**src/core/stdd_pkg.sv**
```systemverilog
// Shared constants and carriers for the split descriptor decoder
`default_nettype none
package stdd_pkg;
    // Register byte offsets
    localparam logic [7:0] OFS_PUSH   = 8'h00;
    localparam logic [7:0] OFS_STATUS = 8'h04;
    localparam logic [7:0] OFS_LAST   = 8'h08;
    localparam logic [7:0] OFS_CTRL   = 8'h0c;
    // First word (bits 31:0)
    localparam int ACT_BIT = 0;
    localparam int TOT_LSB = 3;
    localparam int MPL_LSB = 18;
    localparam int EP0_BIT = 31;
    // Second word (descriptor bits 63:32, held at bit - 32)
    localparam int EPH_LSB   = 0;
    localparam int SPLIT_BIT = 14;
    localparam int SE_LSB    = 16;
    // Third word (descriptor bits 31:0 of the next pair)
    localparam int IDX_LSB = 8;
    // Speed/end codes for bulk and control splits
    localparam logic [1:0] SE_LOW  = 2'h2;
    localparam logic [1:0] SE_FULL = 2'h0;
    // Index of the last of the three words that make up one descriptor
    localparam logic [1:0] LAST_WORD = 2'h2;
    // Largest legal packet for a full-speed target
    localparam logic [10:0] FS_MAX_PKT = 11'h040;
    // Reset values
    localparam logic       CTRL_EN_RST = 1'b1;
    localparam logic [7:0] SKIP_RST    = 8'h00;

    typedef struct packed {
        logic [3:0]  ep;
        logic [10:0] max_pkt;
        logic [14:0] total;
        logic        split;
        logic        low_speed;
        logic [15:0] mem_index;
    } stdd_xfer_s;

    typedef struct packed {
        logic [31:0] dw2;
        logic [31:0] dw1;
        logic [31:0] dw0;
    } stdd_desc_s;
endpackage
`default_nettype wire

```
**src/core/stdd_top.sv**
```systemverilog
// Descriptor FIFO and split transfer descriptor decoder with AHB-Lite slave
`default_nettype none

module stdd_fifo #(
    parameter int W     = 32,
    parameter int DEPTH = 16,
    localparam int AW   = $clog2(DEPTH)
) (
    input  wire logic         hclk,
    input  wire logic         hresetn,
    input  wire logic         in_valid,
    output logic              in_ready,
    input  wire logic [W-1:0] in_data,
    output logic              out_valid,
    input  wire logic         out_ready,
    output logic [W-1:0]      out_data,
    output logic [AW:0]       level
);
    logic [W-1:0]  mem [DEPTH];
    logic [AW-1:0] rd;
    logic [AW-1:0] wr;
    logic [AW-1:0] next_rd;
    logic [AW-1:0] next_wr;
    logic [AW:0]   cnt;
    logic [AW:0]   next_cnt;
    logic          push;
    logic          pop;

    function automatic logic [AW-1:0] ptr_inc(input logic [AW-1:0] p);
        ptr_inc = (p == AW'(DEPTH - 1)) ? '0 : p + 1'b1;
    endfunction

    assign in_ready  = (cnt != (AW+1)'(DEPTH));
    assign out_valid = (cnt != '0);
    assign out_data  = mem[rd];
    assign level     = cnt;
    assign push      = in_valid & in_ready;
    assign pop       = out_valid & out_ready;

    always_comb begin
        next_wr  = push ? ptr_inc(wr) : wr;
        next_rd  = pop ? ptr_inc(rd) : rd;
        next_cnt = cnt;
        if (push && !pop) begin
            next_cnt = cnt + 1'b1;
        end else if (pop && !push) begin
            next_cnt = cnt - 1'b1;
        end
    end

    always_ff @(posedge hclk or negedge hresetn) begin
        if (!hresetn) begin
            rd  <= '0;
            wr  <= '0;
            cnt <= '0;
        end else begin
            rd  <= next_rd;
            wr  <= next_wr;
            cnt <= next_cnt;
        end
    end

    // Storage needs no reset; the count guards every read
    always_ff @(posedge hclk) begin
        if (push) begin
            mem[wr] <= in_data;
        end
    end
endmodule // stdd_fifo

////////////////////////////////////////////////////////////////////////////////

module stdd_top
    import stdd_pkg::*;
#(
    parameter int FIFO_DEPTH = 16
) (
    input  wire logic        hclk,
    input  wire logic        hresetn,
    input  wire logic        hsel,
    input  wire logic [31:0] haddr,
    input  wire logic [1:0]  htrans,
    input  wire logic        hwrite,
    input  wire logic [2:0]  hsize,
    input  wire logic [31:0] hwdata,
    input  wire logic        hready,
    output logic             hreadyout,
    output logic             hresp,
    output logic [31:0]      hrdata,
    output logic             xfer_start,
    output stdd_pkg::stdd_xfer_s xfer,
    input  wire logic        xfer_done,
    input  wire logic        xfer_fatal
);
    import stdd_pkg::*;

    localparam int LW = $clog2(FIFO_DEPTH) + 1;

    typedef enum logic [3:0] {
        ST_IDLE  = 4'b0001,
        ST_GET   = 4'b0010,
        ST_ISSUE = 4'b0100,
        ST_WAIT  = 4'b1000
    } stdd_state_e;

    ////////////////////////////////////////////////////////////////////////////
    // Bus slave state
    logic        dp_pend;
    logic        next_dp_pend;
    logic        dp_write;
    logic        next_dp_write;
    logic [7:0]  dp_addr;
    logic [7:0]  next_dp_addr;
    logic        next_hreadyout;
    logic [31:0] next_hrdata;
    logic        ctrl_en;
    logic        next_ctrl_en;

    // Decoder state
    stdd_state_e state;
    stdd_state_e next_state;
    stdd_desc_s  desc;
    stdd_desc_s  next_desc;
    logic [1:0]  wcnt;
    logic [1:0]  next_wcnt;
    logic        next_xfer_start;
    stdd_xfer_s  next_xfer;
    logic [31:0] last_dw0;
    logic [31:0] next_last_dw0;
    logic [7:0]  skip_cnt;
    logic [7:0]  next_skip_cnt;
    logic        fatal_seen;
    logic        next_fatal_seen;
    logic        oversize;
    logic        next_oversize;

    // FIFO wiring
    logic          f_in_valid;
    logic          f_in_ready;
    logic          f_out_valid;
    logic [31:0]   f_out_data;
    logic          f_out_ready;
    logic [LW-1:0] f_level;
    logic          is_push;
    logic          dp_done;
    logic          addr_take;

    function automatic stdd_xfer_s decode(input stdd_desc_s d);
        stdd_xfer_s x;
        x.ep        = {d.dw1[EPH_LSB +: 3], d.dw0[EP0_BIT]};
        x.max_pkt   = d.dw0[MPL_LSB +: 11];
        x.total     = d.dw0[TOT_LSB +: 15];
        x.split     = d.dw1[SPLIT_BIT];
        // Code only counts for splits; 01 and 11 fall back to full speed
        x.low_speed = x.split && (d.dw1[SE_LSB +: 2] == SE_LOW);
        // Index is already in internal units, used as given
        x.mem_index = d.dw2[IDX_LSB +: 16];
        return x;
    endfunction

    stdd_fifo #(
        .W     (32),
        .DEPTH (FIFO_DEPTH)
    ) u_fifo (
        .hclk      (hclk),
        .hresetn   (hresetn),
        .in_valid  (f_in_valid),
        .in_ready  (f_in_ready),
        .in_data   (hwdata),
        .out_valid (f_out_valid),
        .out_ready (f_out_ready),
        .out_data  (f_out_data),
        .level     (f_level)
    );

    ////////////////////////////////////////////////////////////////////////////
    // AHB-Lite slave: every transfer takes one wait state; a push into a
    // full FIFO holds hreadyout low so back-pressure reaches the master
    assign addr_take  = hsel && hready && htrans[1];
    assign is_push    = dp_write && (dp_addr == OFS_PUSH);
    assign f_in_valid = dp_pend && is_push;
    assign dp_done    = dp_pend && (!is_push || f_in_ready);

    always_comb begin
        next_dp_pend   = dp_pend;
        next_dp_write  = dp_write;
        next_dp_addr   = dp_addr;
        next_hreadyout = hreadyout;
        next_hrdata    = hrdata;
        next_ctrl_en   = ctrl_en;
        if (addr_take) begin
            next_dp_pend   = 1'b1;
            next_dp_write  = hwrite;
            next_dp_addr   = {haddr[7:2], 2'b00};
            next_hreadyout = 1'b0;
        end else if (dp_done) begin
            next_dp_pend   = 1'b0;
            next_hreadyout = 1'b1;
            next_hrdata    = 32'h0000_0000;
            if (dp_write) begin
                if (dp_addr == OFS_CTRL) begin
                    next_ctrl_en = hwdata[0];
                end
            end else begin
                case (dp_addr)
                    OFS_STATUS: next_hrdata = {16'h0000, skip_cnt,
                        fatal_seen, oversize, (state != ST_IDLE),
                        5'(f_level)};
                    OFS_LAST:   next_hrdata = last_dw0;
                    OFS_CTRL:   next_hrdata = {31'h0, ctrl_en};
                    default:    next_hrdata = 32'h0000_0000;
                endcase
            end
        end
    end

    always_ff @(posedge hclk or negedge hresetn) begin
        if (!hresetn) begin
            dp_pend   <= 1'b0;
            dp_write  <= 1'b0;
            dp_addr   <= 8'h00;
            hreadyout <= 1'b1;
            hrdata    <= 32'h0000_0000;
            ctrl_en   <= CTRL_EN_RST;
            hresp     <= 1'b0;
        end else begin
            dp_pend   <= next_dp_pend;
            dp_write  <= next_dp_write;
            dp_addr   <= next_dp_addr;
            hreadyout <= next_hreadyout;
            hrdata    <= next_hrdata;
            ctrl_en   <= next_ctrl_en;
            hresp     <= 1'b0;
        end
    end

    ////////////////////////////////////////////////////////////////////////////
    // Descriptor decoder
    assign f_out_ready = (state == ST_GET);

    always_comb begin
        next_state      = state;
        next_desc       = desc;
        next_wcnt       = wcnt;
        next_xfer_start = 1'b0;
        next_xfer       = xfer;
        next_last_dw0   = last_dw0;
        next_skip_cnt   = skip_cnt;
        next_fatal_seen = fatal_seen;
        next_oversize   = oversize;
        case (state)
            ST_IDLE: begin
                next_wcnt = 2'h0;
                if (ctrl_en && f_out_valid) begin
                    next_state = ST_GET;
                end
            end
            ST_GET: begin
                if (f_out_valid) begin
                    case (wcnt)
                        2'h0:    next_desc.dw0 = f_out_data;
                        2'h1:    next_desc.dw1 = f_out_data;
                        default: next_desc.dw2 = f_out_data;
                    endcase
                    next_wcnt = wcnt + 2'h1;
                    if (wcnt == LAST_WORD) begin
                        next_state = ST_ISSUE;
                    end
                end
            end
            ST_ISSUE: begin
                if (desc.dw0[ACT_BIT]) begin
                    next_xfer       = decode(desc);
                    next_xfer_start = 1'b1;
                    // Flags a software slip; the transfer still runs
                    next_oversize = next_xfer.split
                        && !next_xfer.low_speed
                        && (next_xfer.max_pkt > FS_MAX_PKT);
                    next_state = ST_WAIT;
                end else begin
                    next_last_dw0 = desc.dw0;
                    next_skip_cnt = skip_cnt + 8'h01;
                    next_state    = ST_IDLE;
                end
            end
            ST_WAIT: begin
                if (xfer_done || xfer_fatal) begin
                    next_last_dw0 = desc.dw0 & ~32'h0000_0001;
                    next_fatal_seen = xfer_fatal;
                    next_state    = ST_IDLE;
                end
            end
            default: next_state = ST_IDLE;
        endcase
    end

    always_ff @(posedge hclk or negedge hresetn) begin
        if (!hresetn) begin
            state      <= ST_IDLE;
            desc       <= '0;
            wcnt       <= 2'h0;
            xfer_start <= 1'b0;
            xfer       <= '0;
            last_dw0   <= 32'h0000_0000;
            skip_cnt   <= SKIP_RST;
            fatal_seen <= 1'b0;
            oversize   <= 1'b0;
        end else begin
            state      <= next_state;
            desc       <= next_desc;
            wcnt       <= next_wcnt;
            xfer_start <= next_xfer_start;
            xfer       <= next_xfer;
            last_dw0   <= next_last_dw0;
            skip_cnt   <= next_skip_cnt;
            fatal_seen <= next_fatal_seen;
            oversize   <= next_oversize;
        end
    end
endmodule // stdd_top
`default_nettype wire

```
**config.mk**
```make
export PLATFORM = sky130hd
export DESIGN_NAME = stdd_top
export DESIGN_NICKNAME = d
export VERILOG_FILES = /design/src/core/stdd_pkg.sv /design/src/core/stdd_top.sv
export SDC_FILE = /design/constraint.sdc
export NUM_CORES = 1
export LEC_CHECK = 0
export BUFFER_PORTS_ARGS = -buffer_cell sky130_fd_sc_hd__buf_4
export CAP_MARGIN = 25
export CORE_MARGIN = 1.5
export CORE_UTILIZATION = 55
export CTS_CLUSTER_SIZE = 24
export DETAILED_ROUTE_END_ITERATION = 8
export PLACE_DENSITY = 0.75
export SETUP_SLACK_MARGIN = 0.05
export SYNTH_ARGS = -nofsm -noshare
export SYNTH_HDL_FRONTEND = slang
export SYNTH_SLANG_ARGS = --single-unit
```
**constraint.sdc**
```tcl
create_clock -name hclk -period 8.9 [get_ports hclk]
set_input_delay 2.225 -clock hclk [delete_from_list [all_inputs] [get_ports hclk]]
set_output_delay 2.225 -clock hclk [all_outputs]
set_load 0.02 [all_outputs]
```
==> run metrics <==
MaxCap Viol Count=0; total gr overflow=0; CP required=9.36 ns; Power Total=~6700 uW; global-route wire length before repair=between 90000 and 100000 um; die area=52500 um^2; Clk pin slew, worst setup/hold paths=0.06 ns; Synth cell types=69; worst setup path category=reg2reg; Final setup viols=0; initial antenna violation count=2; FMAX=approximately 270 MHz; Hold WC Path Type=reg2reg; Slew Viols, Final=0; DR vias/cell=6.14; DRT Wirelength=approximately 61000 um; number of remaining DRC errors=0; status=complete, no violations; cts repair resizes=0; Final Critical Period=about 3.7 ns; clock sink total=between 700 and 800; crit end category=flip-flop; Pwr Density=about 210 nW/um^2; HPWL after DPL=34500 um; WL/cell=roughly 25 um; Hold Vio Cnt, Final=0; cell taking the most area after synthesis=edfxtp_1; I/O pins=159; Final nets=about 1800; maximum number of pins on one net before global-route repair=~140; DR pass1 iterations=5; final instance area=~32000 um^2; Yosys warning count=0; Synth Flop Type=edfxtp_1; CTS H-tree depth=3; die width=between 200 and 250 um; EDFF count, synth=512; mapped cell area=roughly 28000 um^2; maximum clock path buffer count=3; DR vias=around 15000; CTS tree=built; core area=50400 um^2; Num CTS Buffers=69; M1 WL=between 20000 and 30000 um; clock root buffer=clkbuf_16; Worst Skew=0.0229 ns; Post-Syn Instances=roughly 1600; fraction of registers with async set/reset=0.286; Initial Util=0.559; TNS Setup=0 ns; register area share after synthesis=0.729; detailed-routed wire length on met2=30100 um; top routing layer used=met4; Max IR drop VDD=around 0.12 mV; floorplan row count=just over 80; Synth Net Count=1664; Mapped Avg Cell Area=between 15 and 20 um^2; most frequent cell after synthesis=edfxtp_1; IO buf count=about 130; fillcell total=3351; GPL Wtd Cong=~0.85; antenna viol nets, final=0; CP arrival=between 4 and 5 ns; DRT iter0 DRCs=around 1400; synth top area cells=edfxtp_1, dfrtp_1, mux4_2; Total GRT Usage=0.236; Area Overhead vs Synth=14.2%; placed instance area=roughly 30000 um^2; Rel. slew slack=0.333; Post-synth top cells=edfxtp_1, dfrtp_1, mux2_2; Worst setup SP type=flip-flop; fin crit share=0.421; fraction of layout cells with a size suffix above 1=0.308; met3 wire len=about 4700 um; Worst Max-Slew Pin Slew=around 1.0 ns; Leak=~0.012 uW; Yosys reg bits=between 700 and 800; RSZ-0062 raised after global routing=no; die height=229 um; setup bufs post-CTS=0; CP Max Fanout=33; hold buffer count at CTS=0; worst hold slack=around 0.47 ns; vias in the first global route=approximately 15000; post-synth top area share=0.546; Clk Latency, worst-skew pair=0.60 ns
[power breakdown]
group	switching (uW)	internal [uW]	total, uW
Combinational	108	60.5	168
Clock	1200	1660	2860
Sequential	33.0	3600	3630
[path summary, 6_finish.rpt]
kind	slack [ns]	cells after the start	start	to
worst max-delay path	5.15	12	dp_addr[5]$_DFFE_PN0P_	u_fifo.level[4]$_DFFE_PN0P_
worst min-delay path	0.47	1	skip_cnt[7]$_DFFE_PN0P_	skip_cnt[7]$_DFFE_PN0P_
worst max register to register	5.15	12	dp_addr[5]$_DFFE_PN0P_	u_fifo.level[4]$_DFFE_PN0P_
worst min register to register	0.47	1	skip_cnt[7]$_DFFE_PN0P_	skip_cnt[7]$_DFFE_PN0P_
max in group asynchronous	5.64	3	hresetn	desc[27]$_DFFE_PN0P_
min in group asynchronous	1.50	1	hresetn	last_dw0[18]$_DFFE_PN0P_
[logic make-up after synthesis]
family,share of synthesized area
AO/OA/AOI/OAI,0.0479
AND/OR/NAND/NOR,0.0382
buffers and inverters,0.0203
flip-flops,0.729
other,0.000133
XOR/XNOR,0.00405
multiplexers,0.154
adder cells (fa/ha/maj),0.00649
[state kept, by name (all words and copies together), names as in the netlist, 2 cells and up]
| name | count |
|---|---|
| desc | 54 |
| dp_addr | 6 |
| hrdata | 32 |
| last_dw0 | 31 |
| skip_cnt | 8 |
| state | 4 |
| u_fifo.level | 5 |
| u_fifo.mem | 512 |
| u_fifo.rd | 4 |
| u_fifo.wr | 4 |
| wcnt | 2 |
| xfer | 48 |
[cell usage in the layout, fill, tap and decap left out, types with 9 or more instances in the layout]
| cell | count |
|---|---|
| a21oi_1 | 32 |
| a221oi_1 | 15 |
| a2bb2oi_1 | 15 |
| buf_4 | 155 |
| clkbuf_1 | 11 |
| clkbuf_16 | 71 |
| clkinv_1 | 11 |
| dfrtp_1 | 199 |
| edfxtp_1 | 512 |
| ha_1 | 13 |
| inv_1 | 26 |
| mux2_1 | 14 |
| mux2_2 | 142 |
| mux2i_1 | 56 |
| mux4_2 | 90 |
| nand2_1 | 77 |
| nand3_1 | 36 |
| nor2_1 | 19 |
| o21ai_0 | 65 |
| o22ai_1 | 39 |
| or2_2 | 16 |
| xnor2_1 | 9 |
[cell type report]
type	instances	area (um^2)	share of cell area
inverters	28	105	0.00327
clock buffers	88	1900	0.0591
diodes	1	2.50	0.0000779
well taps	672	841	0.0262
multi-input cells	737	7130	0.222
repair buffers	162	1320	0.0411
clock inverters	34	312	0.00970
flip-flops and latches	717	20500	0.639
[layer usage]
metal | vias to the layer above | track usage
met2 | 644 | 0.382
met5 | - | 0
met3 | 80 | 0.0374
li1 | 6448 | -
met1 | 7809 | 0.333
met4 | 0 | 0.0711
[worst max-delay path, cell delays in order (launching register included)]
cell	delay, ns
dfrtp_1	0.40
nor4_4	0.26
buf_4	0.34
and4bb_1	0.51
nand2_1	0.41
inv_2	0.29
ha_1	0.22
inv_1	0.12
fa_1	0.42
a21o_1	0.17
a21oi_1	0.16
mux2i_1	0.24
xnor2_1	0.08
[stage by stage]
step	utilization	std cells	setup WS, ns
6_report	0.638	2439	5.15
5_1_grt	0.638	2438	4.90
4_1_cts	0.637	2437	5.18
3_5_place_dp	0.593	2315	4.79
3_3_place_gp	0.591	2311	4.81
2_1_floorplan	-	1574	3.70
No activity file was read; power rests on OpenSTA's default activity.
